--- config.mk ---
export PLATFORM = sky130hd
export DESIGN_NAME = svoc_top
export DESIGN_NICKNAME = d
export VERILOG_FILES = /design/src/svoc_pkg.sv /design/src/svoc_gain.sv /design/src/svoc_prediv.sv /design/src/svoc_top.sv
export SDC_FILE = /design/constraint.sdc
export NUM_CORES = 1
export LEC_CHECK = 0
export BUFFER_PORTS_ARGS = -buffer_cell sky130_fd_sc_hd__buf_2
export CAP_MARGIN = 20
export CORE_ASPECT_RATIO = 0.75
export CORE_MARGIN = 1
export CORE_UTILIZATION = 55
export DETAILED_ROUTE_END_ITERATION = 10
export PLACE_DENSITY = 0.8
export SLEW_MARGIN = 15
export SYNTH_ARGS = -nofsm -noshare
export SYNTH_HDL_FRONTEND = slang
export SYNTH_SLANG_ARGS = --single-unit
--- constraint.sdc ---
create_clock -name core_clk_i -period 2.5 [get_ports core_clk_i]
set_clock_uncertainty 0.1 [all_clocks]
set_input_delay 0.125 -clock core_clk_i [delete_from_list [all_inputs] [get_ports core_clk_i]]
set_output_delay 0.125 -clock core_clk_i [all_outputs]
set_load 0.05 [all_outputs]
--- src/svoc_pkg.sv ---
// shared constants and carriers for the sensor video output control block
package svoc_pkg;

  // ------------------------------------------------------------
  // register indices
  // ------------------------------------------------------------
  localparam logic [7:0] ADDR_RDF  = 8'h16;
  localparam logic [7:0] ADDR_OPF  = 8'h17;
  localparam logic [7:0] ADDR_MDS  = 8'h18;
  localparam logic [7:0] ADDR_GAIN = 8'h24;

  // ------------------------------------------------------------
  // reset values
  // ------------------------------------------------------------
  localparam logic [7:0] RST_RDF  = 8'h01;
  localparam logic [7:0] RST_OPF  = 8'h18;
  localparam logic [7:0] RST_MDS  = 8'h01;
  localparam logic [7:0] RST_GAIN = 8'hf0;

  // ------------------------------------------------------------
  // field positions
  // ------------------------------------------------------------
  localparam int RDF_STROBE_TS = 5;
  localparam int RDF_QCK_TS    = 6;
  localparam int RDF_PREDIV    = 7;
  localparam int OPF_WIDTH_LO  = 0;
  localparam int OPF_WIDTH_HI  = 1;
  localparam int OPF_PASSTHRU  = 2;
  localparam int OPF_DATA_TS   = 5;
  localparam int OPF_RETIME    = 6;
  localparam int MDS_LEGACY    = 0;
  localparam int MDS_RETRO     = 1;
  localparam int MDS_LOGRAMP   = 2;
  localparam int PIN_FRAME_BIT = 5;
  localparam int PIN_LINE_BIT  = 6;

  // ------------------------------------------------------------
  // width selections and pin masks
  // ------------------------------------------------------------
  localparam logic [1:0] WIDTH_5W    = 2'h0;
  localparam logic [1:0] WIDTH_4W    = 2'h1;
  localparam logic [7:0] MASK_5W     = 8'h1f;
  localparam logic [7:0] MASK_4W     = 8'h0f;
  localparam logic [7:0] MASK_8W     = 8'h9f;

  // ------------------------------------------------------------
  // embedded code bytes and gain constants
  // ------------------------------------------------------------
  localparam logic [7:0] CODE_PRE    = 8'hff;
  localparam logic [7:0] CODE_ZERO   = 8'h00;
  localparam logic [7:0] CODE_SAV    = 8'h80;
  localparam logic [7:0] CODE_EAV    = 8'h9d;
  localparam logic [1:0] CAPACITOR_GAIN_DAC_RETRO_LO = 2'h3;

  // divide by 1.5: two clock-generator enables every three cycles
  localparam logic [1:0] PREDIV_LAST = 2'h2;

  typedef enum logic [4:0] {
    C_IDLE = 5'b00001,
    C_PRE  = 5'b00010,
    C_Z1   = 5'b00100,
    C_Z2   = 5'b01000,
    C_ID   = 5'b10000
  } svoc_code_t;

  // video timing inputs from the sensor core, same clock
  typedef struct packed {
    logic [7:0] data;
    logic       active;
    logic       sav;
    logic       eav;
    logic       frame;
    logic       line;
    logic       qualifying_pixel_clock;
    logic       qck_free;
    logic       field_bnd;
  } svoc_vid_t;

  // pad-side outputs with their enables
  typedef struct packed {
    logic [7:0] data;
    logic [7:0] data_oe;
    logic       frame;
    logic       frame_oe;
    logic       line;
    logic       line_oe;
    logic       qualifying_pixel_clock;
    logic       qck_oe;
  } svoc_pins_t;

endpackage : svoc_pkg

--- src/svoc_gain.sv ---
// gain mapping onto current and capacitor dac fields with optional log ramp
`timescale 1ns/100ps
module svoc_gain
  import svoc_pkg::*;
#(
  parameter int POS_W = 8
)(
  // clock and reset
  input  wire logic        core_clk_i,
  input  wire logic        rst_n_i,
  // control
  input  wire logic [7:0]  gain_i,
  input  wire logic        retro_i,
  input  wire logic        log_en_i,
  input  wire logic        line_start_i,
  input  wire logic        pix_step_i,
  // towards the analog column block
  output logic [3:0]       current_gain_dac_o,
  output logic [5:0]       capacitor_gain_dac_o
);

  if (POS_W < 4 || POS_W > 16) begin : g_chk
    $error("svoc_gain: POS_W must be 4..16");
  end

  // floor of log2, zero for zero
  function automatic logic [5:0] flog2(input logic [POS_W-1:0] v);
    logic [5:0] r;
    r = 6'h00;
    for (int i = 0; i < POS_W; i++) begin
      if (v[i]) begin
        r = 6'(i);
      end
    end
    return r;
  endfunction : flog2

  logic [POS_W-1:0] pos;
  logic [POS_W-1:0] next_pos;
  logic [3:0]       next_current_gain_dac;
  logic [5:0]       next_capacitor_gain_dac;
  logic [5:0]       base;
  logic [5:0]       drop;

  always_comb begin
    next_pos = pos;
    if (line_start_i) begin
      next_pos = '0;
    end else if (pix_step_i && !(&pos)) begin
      next_pos = pos + 1'b1;
    end
    // split into 4-bit and 6-bit fields
    base = {gain_i[7:4], gain_i[7:6]};
    drop = flog2(pos);
    // constant value unless the log ramp is chosen
    next_capacitor_gain_dac = base;
    if (log_en_i) begin
      next_capacitor_gain_dac = (drop > base) ? 6'h00 : base - drop;
    end
    // inverted nibble and forced low pair
    next_current_gain_dac = retro_i ? ~gain_i[3:0] : gain_i[3:0];
    if (retro_i) begin
      next_capacitor_gain_dac[1:0] = CAPACITOR_GAIN_DAC_RETRO_LO;
    end
  end

  always_ff @(posedge core_clk_i) begin
    if (!rst_n_i) begin
      pos                  <= '0;
      current_gain_dac_o   <= 4'h0;
      capacitor_gain_dac_o <= 6'h00;
    end else begin
      pos                  <= next_pos;
      current_gain_dac_o   <= next_current_gain_dac;
      capacitor_gain_dac_o <= next_capacitor_gain_dac;
    end
  end

  property p_retro_map;
    @(posedge core_clk_i) disable iff (!rst_n_i)
    retro_i |=> current_gain_dac_o == ~$past(gain_i[3:0]) && capacitor_gain_dac_o[1:0] == 2'h3;
  endproperty
  a_retro_map: assert property (p_retro_map) else $error("retro gain mapping wrong");

  property p_flat_capacitor_gain_dac;
    @(posedge core_clk_i) disable iff (!rst_n_i)
    !log_en_i && !retro_i |=> capacitor_gain_dac_o == {$past(gain_i[7:4]), $past(gain_i[7:6])};
  endproperty
  a_flat_capacitor_gain_dac: assert property (p_flat_capacitor_gain_dac) else $error("capacitor dac not constant");

endmodule : svoc_gain

--- src/svoc_prediv.sv ---
// input clock pre-divider producing clock generator enables
`timescale 1ns/100ps
module svoc_prediv
  import svoc_pkg::*;
(
  // clock and reset
  input  wire logic core_clk_i,
  input  wire logic rst_n_i,
  // control
  input  wire logic div_en_i,
  // enable towards the clock generator
  output logic      clkgen_en_o
);

  logic [1:0] cnt;
  logic [1:0] next_cnt;
  logic       next_en;

  always_comb begin
    next_cnt = 2'h0;
    next_en  = 1'b1;
    if (div_en_i) begin
      next_cnt = (cnt == PREDIV_LAST) ? 2'h0 : cnt + 2'h1;
      next_en  = (cnt != PREDIV_LAST);
    end
  end

  always_ff @(posedge core_clk_i) begin
    if (!rst_n_i) begin
      cnt         <= 2'h0;
      clkgen_en_o <= 1'b0;
    end else begin
      cnt         <= next_cnt;
      clkgen_en_o <= next_en;
    end
  end

  property p_prediv_gap;
    @(posedge core_clk_i) disable iff (!rst_n_i)
    div_en_i [*4] |-> !(clkgen_en_o && $past(clkgen_en_o) && $past(clkgen_en_o, 2));
  endproperty
  a_prediv_gap: assert property (p_prediv_gap) else $error("pre-divider gave three enables in a row");

  property p_prediv_off;
    @(posedge core_clk_i) disable iff (!rst_n_i)
    !div_en_i |=> clkgen_en_o;
  endproperty
  a_prediv_off: assert property (p_prediv_off) else $error("undivided clock lost an enable");

endmodule : svoc_prediv

--- src/svoc_top.sv ---
// sensor video output control: registers, output width, codes, tri-state
`timescale 1ns/100ps

module svoc_top
  import svoc_pkg::*;
(
  // clock and reset
  input  wire logic        core_clk_i,
  input  wire logic        rst_n_i,
  // register port
  input  wire logic        reg_wr_i,
  input  wire logic        reg_rd_i,
  input  wire logic [7:0]  reg_addr_i,
  input  wire logic [7:0]  reg_wdata_i,
  output logic [7:0]       reg_rdata_o,
  // external output-disable pin
  input  wire logic        out_disable_pin_i,
  // video timing from the sensor core
  input  svoc_vid_t        vid_i,
  // pads
  output svoc_pins_t       pins_o,
  // towards clock generator and analog column block
  output logic             clkgen_en_o,
  output logic             legacy_layout_o,
  output logic [3:0]       current_gain_dac_o,
  output logic [5:0]       capacitor_gain_dac_o
);

  // ------------------------------------------------------------
  // helpers
  // ------------------------------------------------------------
  function automatic logic [7:0] width_mask(input logic [1:0] sel);
    logic [7:0] m;
    m = MASK_8W;
    if (sel == WIDTH_5W) begin
      m = MASK_5W;
    end else if (sel == WIDTH_4W) begin
      m = MASK_4W;
    end
    return m;
  endfunction : width_mask

  // ------------------------------------------------------------
  // registers
  // ------------------------------------------------------------
  logic [7:0] rdf;
  logic [7:0] opf;
  logic [7:0] mds;
  logic [7:0] gain;
  logic [7:0] next_rdf;
  logic [7:0] next_opf;
  logic [7:0] next_mds;
  logic [7:0] next_gain;
  logic [7:0] next_rdata;

  always_comb begin
    next_rdf   = rdf;
    next_opf   = opf;
    next_mds   = mds;
    next_gain  = gain;
    next_rdata = reg_rdata_o;
    if (reg_wr_i) begin
      case (reg_addr_i)
        ADDR_RDF: begin
          next_rdf = reg_wdata_i;
        end
        ADDR_OPF: begin
          next_opf = reg_wdata_i;
        end
        ADDR_MDS: begin
          next_mds = reg_wdata_i;
        end
        // upper nibble held in retro mode
        ADDR_GAIN: begin
          next_gain = mds[MDS_RETRO] ? {gain[7:4], reg_wdata_i[3:0]} : reg_wdata_i;
        end
        default: begin
        end
      endcase
    end
    // readback shows the stored bit, not the retimed one
    if (reg_rd_i) begin
      case (reg_addr_i)
        ADDR_RDF: begin
          next_rdata = rdf;
        end
        ADDR_OPF: begin
          next_rdata = opf;
        end
        ADDR_MDS: begin
          next_rdata = mds;
        end
        ADDR_GAIN: begin
          next_rdata = gain;
        end
        default: begin
          next_rdata = 8'h00;
        end
      endcase
    end
  end

  always_ff @(posedge core_clk_i) begin
    if (!rst_n_i) begin
      rdf         <= RST_RDF;
      opf         <= RST_OPF;
      mds         <= RST_MDS;
      gain        <= RST_GAIN;
      reg_rdata_o <= 8'h00;
    end else begin
      rdf         <= next_rdf;
      opf         <= next_opf;
      mds         <= next_mds;
      gain        <= next_gain;
      reg_rdata_o <= next_rdata;
    end
  end

  // ------------------------------------------------------------
  // pin synchroniser and effective tri-state bits
  // ------------------------------------------------------------
  logic oeb_meta;
  logic oeb_sync;
  logic ts_strobe;
  logic ts_qck;
  logic ts_data;
  logic next_ts_strobe;
  logic next_ts_qck;
  logic next_ts_data;

  always_comb begin
    // follow the register bits straight away unless retiming holds them until the field boundary
    next_ts_strobe = rdf[RDF_STROBE_TS];
    next_ts_qck    = rdf[RDF_QCK_TS];
    next_ts_data   = opf[OPF_DATA_TS];
    if (opf[OPF_RETIME] && !vid_i.field_bnd) begin
      next_ts_strobe = ts_strobe;
      next_ts_qck    = ts_qck;
      next_ts_data   = ts_data;
    end
  end

  always_ff @(posedge core_clk_i) begin
    if (!rst_n_i) begin
      oeb_meta  <= 1'b0;
      oeb_sync  <= 1'b0;
      ts_strobe <= 1'b0;
      ts_qck    <= 1'b0;
      ts_data   <= 1'b0;
    end else begin
      oeb_meta  <= out_disable_pin_i;
      oeb_sync  <= oeb_meta;
      ts_strobe <= next_ts_strobe;
      ts_qck    <= next_ts_qck;
      ts_data   <= next_ts_data;
    end
  end

  // ------------------------------------------------------------
  // embedded code insertion
  // ------------------------------------------------------------
  svoc_code_t state;
  svoc_code_t next_state;
  logic [7:0] code_id;
  logic [7:0] next_code_id;
  logic [7:0] sym;
  logic       passthru;

  assign passthru = opf[OPF_PASSTHRU];

  // four-byte marker ahead of and after active video
  always_comb begin
    next_state   = state;
    next_code_id = code_id;
    sym          = vid_i.data;
    case (state)
      C_IDLE: begin
        if (!passthru && (vid_i.sav || vid_i.eav)) begin
          next_state   = C_PRE;
          next_code_id = vid_i.sav ? CODE_SAV : CODE_EAV;
        end
      end
      C_PRE: begin
        sym        = CODE_PRE;
        next_state = C_Z1;
      end
      C_Z1: begin
        sym        = CODE_ZERO;
        next_state = C_Z2;
      end
      C_Z2: begin
        sym        = CODE_ZERO;
        next_state = C_ID;
      end
      C_ID: begin
        sym        = code_id;
        next_state = C_IDLE;
      end
      default: begin
        next_state = C_IDLE;
      end
    endcase
  end

  always_ff @(posedge core_clk_i) begin
    if (!rst_n_i) begin
      state   <= C_IDLE;
      code_id <= 8'h00;
    end else begin
      state   <= next_state;
      code_id <= next_code_id;
    end
  end

  // ------------------------------------------------------------
  // pad drive
  // ------------------------------------------------------------
  logic       qck_d;
  logic       qck_fall;
  logic [1:0] late;
  logic [1:0] next_late;
  logic       wide;
  svoc_pins_t next_pins;

  assign wide     = opf[OPF_WIDTH_HI];
  assign qck_fall = qck_d && !vid_i.qualifying_pixel_clock;

  always_comb begin
    // late pair follows the sampling edge
    next_late = late;
    if (qck_fall) begin
      next_late = {sym[PIN_LINE_BIT], sym[PIN_FRAME_BIT]};
    end
    next_pins      = '0;
    next_pins.data = sym;
    // pins beyond the chosen width stay released
    next_pins.data_oe = (oeb_sync || ts_data) ? 8'h00 : width_mask(opf[OPF_WIDTH_HI:OPF_WIDTH_LO]);
    // frame strobe dropped with the codes; line strobe untouched
    next_pins.frame = passthru ? 1'b0 : vid_i.frame;
    next_pins.line  = vid_i.line;
    // strobe pins carry data bits 5 and 6
    if (wide) begin
      next_pins.frame = late[0];
      next_pins.line  = late[1];
    end
    // clock runs in pass-through only when free-running
    next_pins.qualifying_pixel_clock = (passthru && !vid_i.qck_free) ? 1'b0 : vid_i.qualifying_pixel_clock;
    next_pins.frame_oe = !(oeb_sync || ts_strobe);
    next_pins.line_oe  = !(oeb_sync || ts_strobe);
    next_pins.qck_oe = !(oeb_sync || ts_qck);
  end

  always_ff @(posedge core_clk_i) begin
    if (!rst_n_i) begin
      qck_d           <= 1'b0;
      late            <= 2'h0;
      pins_o          <= '0;
      legacy_layout_o <= 1'b1;
    end else begin
      qck_d           <= vid_i.qualifying_pixel_clock;
      late            <= next_late;
      pins_o          <= next_pins;
      legacy_layout_o <= mds[MDS_LEGACY];
    end
  end

  // ------------------------------------------------------------
  // clock pre-divider and gain mapping
  // ------------------------------------------------------------
  svoc_prediv u_prediv (
    .core_clk_i  (core_clk_i),
    .rst_n_i     (rst_n_i),
    .div_en_i    (rdf[RDF_PREDIV]),
    .clkgen_en_o (clkgen_en_o)
  );

  svoc_gain #(.POS_W(8)) u_gain (
    .core_clk_i           (core_clk_i),
    .rst_n_i              (rst_n_i),
    .gain_i               (gain),
    .retro_i              (mds[MDS_RETRO]),
    .log_en_i             (mds[MDS_LOGRAMP]),
    .line_start_i         (vid_i.sav),
    .pix_step_i           (vid_i.active),
    .current_gain_dac_o   (current_gain_dac_o),
    .capacitor_gain_dac_o (capacitor_gain_dac_o)
  );

  // ------------------------------------------------------------
  // checks
  // ------------------------------------------------------------
  property p_rdf_readback;
    @(posedge core_clk_i) disable iff (!rst_n_i)
    (reg_wr_i && reg_addr_i == ADDR_RDF) ##1 !reg_wr_i ##1 (reg_rd_i && !reg_wr_i && reg_addr_i == ADDR_RDF)
      |=> reg_rdata_o == $past(reg_wdata_i, 3);
  endproperty
  a_rdf_readback: assert property (p_rdf_readback) else $error("format readback not immediate");

  property p_strobe_off;
    @(posedge core_clk_i) disable iff (!rst_n_i)
    (reg_wr_i && reg_addr_i == ADDR_RDF && reg_wdata_i[5] && !opf[OPF_RETIME]) ##1 (!reg_wr_i) [*2]
      |=> !pins_o.frame_oe && !pins_o.line_oe;
  endproperty
  a_strobe_off: assert property (p_strobe_off) else $error("strobes still enabled after tri-state write");

  property p_pin_disable;
    @(posedge core_clk_i) disable iff (!rst_n_i)
    oeb_sync |=> !pins_o.qck_oe && !pins_o.frame_oe;
  endproperty
  a_pin_disable: assert property (p_pin_disable) else $error("disable pin did not release clock");

  property p_data_disable;
    @(posedge core_clk_i) disable iff (!rst_n_i)
    (oeb_sync || ts_data) |=> pins_o.data_oe == 8'h00;
  endproperty
  a_data_disable: assert property (p_data_disable) else $error("data pins driven while disabled");

  property p_four_wire;
    @(posedge core_clk_i) disable iff (!rst_n_i)
    (opf[1:0] == 2'h1 && !oeb_sync && !ts_data) |=> pins_o.data_oe == 8'h0f;
  endproperty
  a_four_wire: assert property (p_four_wire) else $error("four-wire enable mask wrong");

  property p_code_seq;
    @(posedge core_clk_i) disable iff (!rst_n_i)
    (state == C_IDLE && !passthru && vid_i.sav)
      |-> ##2 pins_o.data == 8'hff ##1 pins_o.data == 8'h00 ##1 pins_o.data == 8'h00 ##1 pins_o.data == 8'h80;
  endproperty
  a_code_seq: assert property (p_code_seq) else $error("start code sequence wrong");

  property p_passthru_frame;
    @(posedge core_clk_i) disable iff (!rst_n_i)
    (passthru && !wide) |=> !pins_o.frame;
  endproperty
  a_passthru_frame: assert property (p_passthru_frame) else $error("frame strobe active in pass-through");

  property p_late_bits;
    @(posedge core_clk_i) disable iff (!rst_n_i)
    (wide && qck_fall) ##1 wide |=> pins_o.frame == $past(sym[5], 2) && pins_o.line == $past(sym[6], 2);
  endproperty
  a_late_bits: assert property (p_late_bits) else $error("strobe-pin data not taken at falling edge");

  property p_retime_hold;
    @(posedge core_clk_i) disable iff (!rst_n_i)
    (opf[OPF_RETIME] && !vid_i.field_bnd && rdf[RDF_QCK_TS] != ts_qck) |=> ts_qck == $past(ts_qck);
  endproperty
  a_retime_hold: assert property (p_retime_hold) else $error("tri-state changed before field boundary");

  c_code_seq: cover property (@(posedge core_clk_i) disable iff (!rst_n_i) state == C_ID);
  c_late_bits: cover property (@(posedge core_clk_i) disable iff (!rst_n_i) wide && qck_fall);
  c_retime: cover property (@(posedge core_clk_i) disable iff (!rst_n_i) opf[OPF_RETIME] && vid_i.field_bnd);

endmodule : svoc_top
==> impl_summary.log <==
INFO  metric fin_util = 0.705
INFO  metric ys.flop_type = sky130_fd_sc_hd__dfxtp_1
INFO  metric areaGrowthSynthToFinish = 21.5%
INFO  metric power_frac_clock = 0.350
INFO  metric hold_start = vid_i[0]
INFO  metric synth_largest_type_area_fraction = 0.463
INFO  metric cts_made_buffers = 9
INFO  metric hold_violations = 0
INFO  metric routed_wire_length_per_instance = 14.7 µm
INFO  metric vias_in_the_first_global_route = 3111
INFO  metric postSynthAreaPerCell = 9.73 µm²
INFO  metric numPortBuffers = 76
INFO  metric grt_util_all_layers = 0.239
INFO  metric power.share.switching = 0.265
INFO  metric crit_path_max_fanout = 7
INFO  metric timing.critical_path.required = 2.69 ns
INFO  metric final.min_clock_period = 2.32 ns
INFO  metric worstMarginPinSlew = 0.598 ns
INFO  metric detailed_place_hpwl = 6020 µm
INFO  metric finalPower = 0.00285 W
INFO  metric worst_hold_path_type = input pin to flip-flop
INFO  metric netlist.top_cell.by_area = sky130_fd_sc_hd__dfxtp_1
INFO  metric netlist_instances = 413
INFO  metric grt_overflow_total = 0
INFO  metric num-fill-cells = 548
INFO  metric core = 6930 µm²
INFO  metric cts_root_buffer = sky130_fd_sc_hd__clkbuf_8
INFO  metric start_util = 0.580
INFO  metric critical_path_class = flip-flop to flip-flop
INFO  metric cts_max_path_buffers = 2
INFO  metric worstSkewPairLatency = 0.36 ns
INFO  metric worstSetupStartpoint = u_gain.pos[2]
INFO  metric final_layout_size_suffix_gt1_frac = 0.213
INFO  metric peakVddDrop = 0.000317 V
INFO  metric synth-warning-count = 0
INFO  metric achievable-frequency = 431 MHz
INFO  metric main_area_contributors_after_synthesis = sky130_fd_sc_hd__dfxtp_1 (46%), sky130_fd_sc_hd__mux2i_1 (9.5%), sky130_fd_sc_hd__nor2b_1 (6.9%), sky130_fd_sc_hd__nand4_1 (2.8%), sky130_fd_sc_hd__nand3_1 (2.5%)
INFO  metric drt_first_iter_violations = 127
INFO  metric maximum_number_of_pins_on_one_net_before_global_route_repair = 32
INFO  metric setup_viol = 0
INFO  metric io_pins = 79
INFO  metric dieArea = 7650 µm²
INFO  metric setup_total_negative_slack = 0 ns
INFO  metric maxCapViolCount = 0
INFO  metric cts.reportedPaths.clkPinSlew = 0.09 ns
INFO  metric cell_internal_pwr = 0.00210 W
INFO  metric critical_path.slowest_cell = sky130_fd_sc_hd__or4b_1
INFO  metric post_synth_edffs = 0
INFO  metric drt_pre_antenna_iters = 5
INFO  metric power_density = 584 nW/µm²
INFO  metric final_cell_area = 4880 µm²
INFO  metric worstSetupStartpointType = flip-flop
INFO  metric netlist-cell-type-count = 53
INFO  metric p_leak = 2.16 nW
INFO  metric detailroute.via_count = 3345
INFO  metric power.share.combinational = 0.112
INFO  metric floorplan.die.height = 76.0 µm
INFO  metric timing.final.crit_share = 0.928
INFO  metric ys_seq_elements = 93
INFO  metric routed_via_density = 5.52
INFO  metric cp_data_arrival_time = 2.51 ns
INFO  metric status = finished, final reports clean
INFO  metric ctsHtreeMaxLevel = 3
INFO  metric antenna_found_initial = 0
INFO  metric ys_async_sr_fraction = 0
INFO  metric critical_path.reg2reg.startpoint = u_gain.pos[2]
INFO  metric drtAntennaViolNets = 0
INFO  metric gpl.final_weighted_congestion = 0.822
INFO  metric timing.slew.headroom = 0.600
INFO  metric setup.worst_path.end_class = flip-flop
INFO  metric seq_power_share = 0.538
INFO  metric rsz0062_at_grt = false
INFO  metric power.net_switching = 0.000757 W
INFO  metric timing.reg2reg.setup_slack = 0.18 ns
INFO  metric antenna_cells = 0
INFO  metric post-route-drc-count = 0
INFO  metric die_width = 101 µm
INFO  metric cts_sinks = 93
INFO  metric wl = 8930 µm
INFO  metric grt_first_pass_wirelength = 14500 µm
INFO  metric dpl-instance-area = 4460 µm²
INFO  metric worstPathCellList = nor2_1 > o31ai_2 > inv_1 > ha_1 > nor2b_1 > o21a_1 > or4b_1 > a21oi_1
INFO  metric yosysSeqAreaShare = 0.463
INFO  metric slew_viol_final = 0
INFO  metric post_syn_area = 4020 µm²
INFO  metric fin_nets = 547
INFO  metric core.rowCount = 26
INFO  metric cts_tree = built
INFO  metric max_stage_delay = 0.47 ns
## Yosys cell counts, types with 13 or more instances
cell and instances:
sky130_fd_sc_hd__nand2_1 15, sky130_fd_sc_hd__nand4_1 18, sky130_fd_sc_hd__nor2b_1 44, sky130_fd_sc_hd__mux2i_1 38, sky130_fd_sc_hd__a21oi_1 15, sky130_fd_sc_hd__nor2_1 23, sky130_fd_sc_hd__clkbuf_1 18, sky130_fd_sc_hd__and2_1 13
sky130_fd_sc_hd__nand3_1 20, sky130_fd_sc_hd__dfxtp_1 93
## stage by stage
step,worst slack (ns),hold slack [ns],std cells
2_1_floorplan,0.313,0.150,414
3_3_place_gp,0.254,0.249,569
3_5_place_dp,0.112,0.256,569
4_1_cts,0.0673,0.0431,606
5_1_grt,0.0752,0.0566,606
6_report,0.179,0.0684,606
## area by class of cell
cell class                      count  area [µm²]  share of cell area
Inverter                            9        33.8             0.00692
Clock buffer                        9         124              0.0254
Clock inverter                      6        70.1              0.0144
Tap cell                           98         123              0.0251
Sequential cell                    93        1860               0.381
Multi-Input combinational cell    285        2010               0.412
Timing Repair Buffer              106         661               0.135
## per-layer routing
layer / GRT usage / part of all wire
met5: 0 / 0
met4: 0.0652 / 0.012
met3: 0.0633 / 0.064
met2: 0.390 / 0.46
met1: 0.313 / 0.46
## repair_timing
action	4_1_cts	5_1_grt
setup buffers	0	0
hold buffers	22	0
gates resized for setup	0	2
setup endpoints to repair	0	3
hold endpoints to repair	46	0
## layout by cell type, fill, tap and decap left out, types with 9 or more instances in the layout
| master | synthesis | final |
|---|---|---|
| sky130_fd_sc_hd__buf_2 | 2 | 76 |
| sky130_fd_sc_hd__dlygate4sd3_1 | 0 | 22 |
| sky130_fd_sc_hd__nand4b_1 | 9 | 9 |
| sky130_fd_sc_hd__dfxtp_1 | 93 | 93 |
| sky130_fd_sc_hd__nor2b_1 | 44 | 44 |
| sky130_fd_sc_hd__xor2_1 | 9 | 9 |
| sky130_fd_sc_hd__clkbuf_8 | 0 | 9 |
| sky130_fd_sc_hd__mux2i_1 | 38 | 38 |
| sky130_fd_sc_hd__nor2_1 | 23 | 23 |
| sky130_fd_sc_hd__nand3_1 | 20 | 20 |
| sky130_fd_sc_hd__nand4_1 | 18 | 18 |
| sky130_fd_sc_hd__a21oi_1 | 15 | 15 |
| sky130_fd_sc_hd__nand2_1 | 15 | 15 |
| sky130_fd_sc_hd__and2_1 | 13 | 13 |
| sky130_fd_sc_hd__inv_1 | 9 | 9 |
## power by group through the flow
stage | logic [W] | clock network (W) | registers (W)
after CTS | 0.000317 | 0.00102 | 0.00153
final | 0.000320 | 0.000999 | 0.00153
after floorplan | 0.000132 | 0 | 0.00164
after detailed placement | 0.000290 | 0 | 0.00157
after global placement | 0.000285 | 0 | 0.00157
after global routing | 0.000341 | 0.00108 | 0.00154
## path summary, 6_finish.rpt
path,endpoint,depth (start not counted)
max reg2reg,u_gain.capacitor_gain_dac_o[5],8
min reg2reg,u_prediv.cnt[0],1
max,u_gain.capacitor_gain_dac_o[5],8
min,ts_strobe,4
## state kept, by name, summed over array words and instances, names as in the netlist, 2 cells and up
register / count
rdf: 8
u_prediv.cnt: 2
reg_rdata_o: 8
opf: 8
code_id: 2
late: 2
pins_o: 16
state: 5
mds: 8
u_gain.current_gain_dac_o: 4
u_gain.capacitor_gain_dac_o: 6
gain: 8
u_gain.pos: 8
## critical path: cells and delay by family, from the launching register on
family                     cells  cell delay [ns]
buffers and inverters          1             0.08
adders and majority gates      1             0.29
DFF                            1             0.44
and+or+nand+nor                3             0.70
AOI/OAI and AO/OA              3             0.65
## cells by family (layout without fill, tap and decap cells)
kind of cell	count (synthesis)	count (layout)	synth area share
AO/OA/AOI/OAI	53	53	0.0881
other	1	2	0.000933
AND/OR/NAND/NOR	176	176	0.271
adder cells (fa/ha/maj)	6	6	0.0206
multiplexers	38	38	0.0947
XOR/XNOR	10	10	0.0218
flip-flops	93	93	0.463
buffers and inverters	36	130	0.0399
Power figures use the tool's default switching activity.
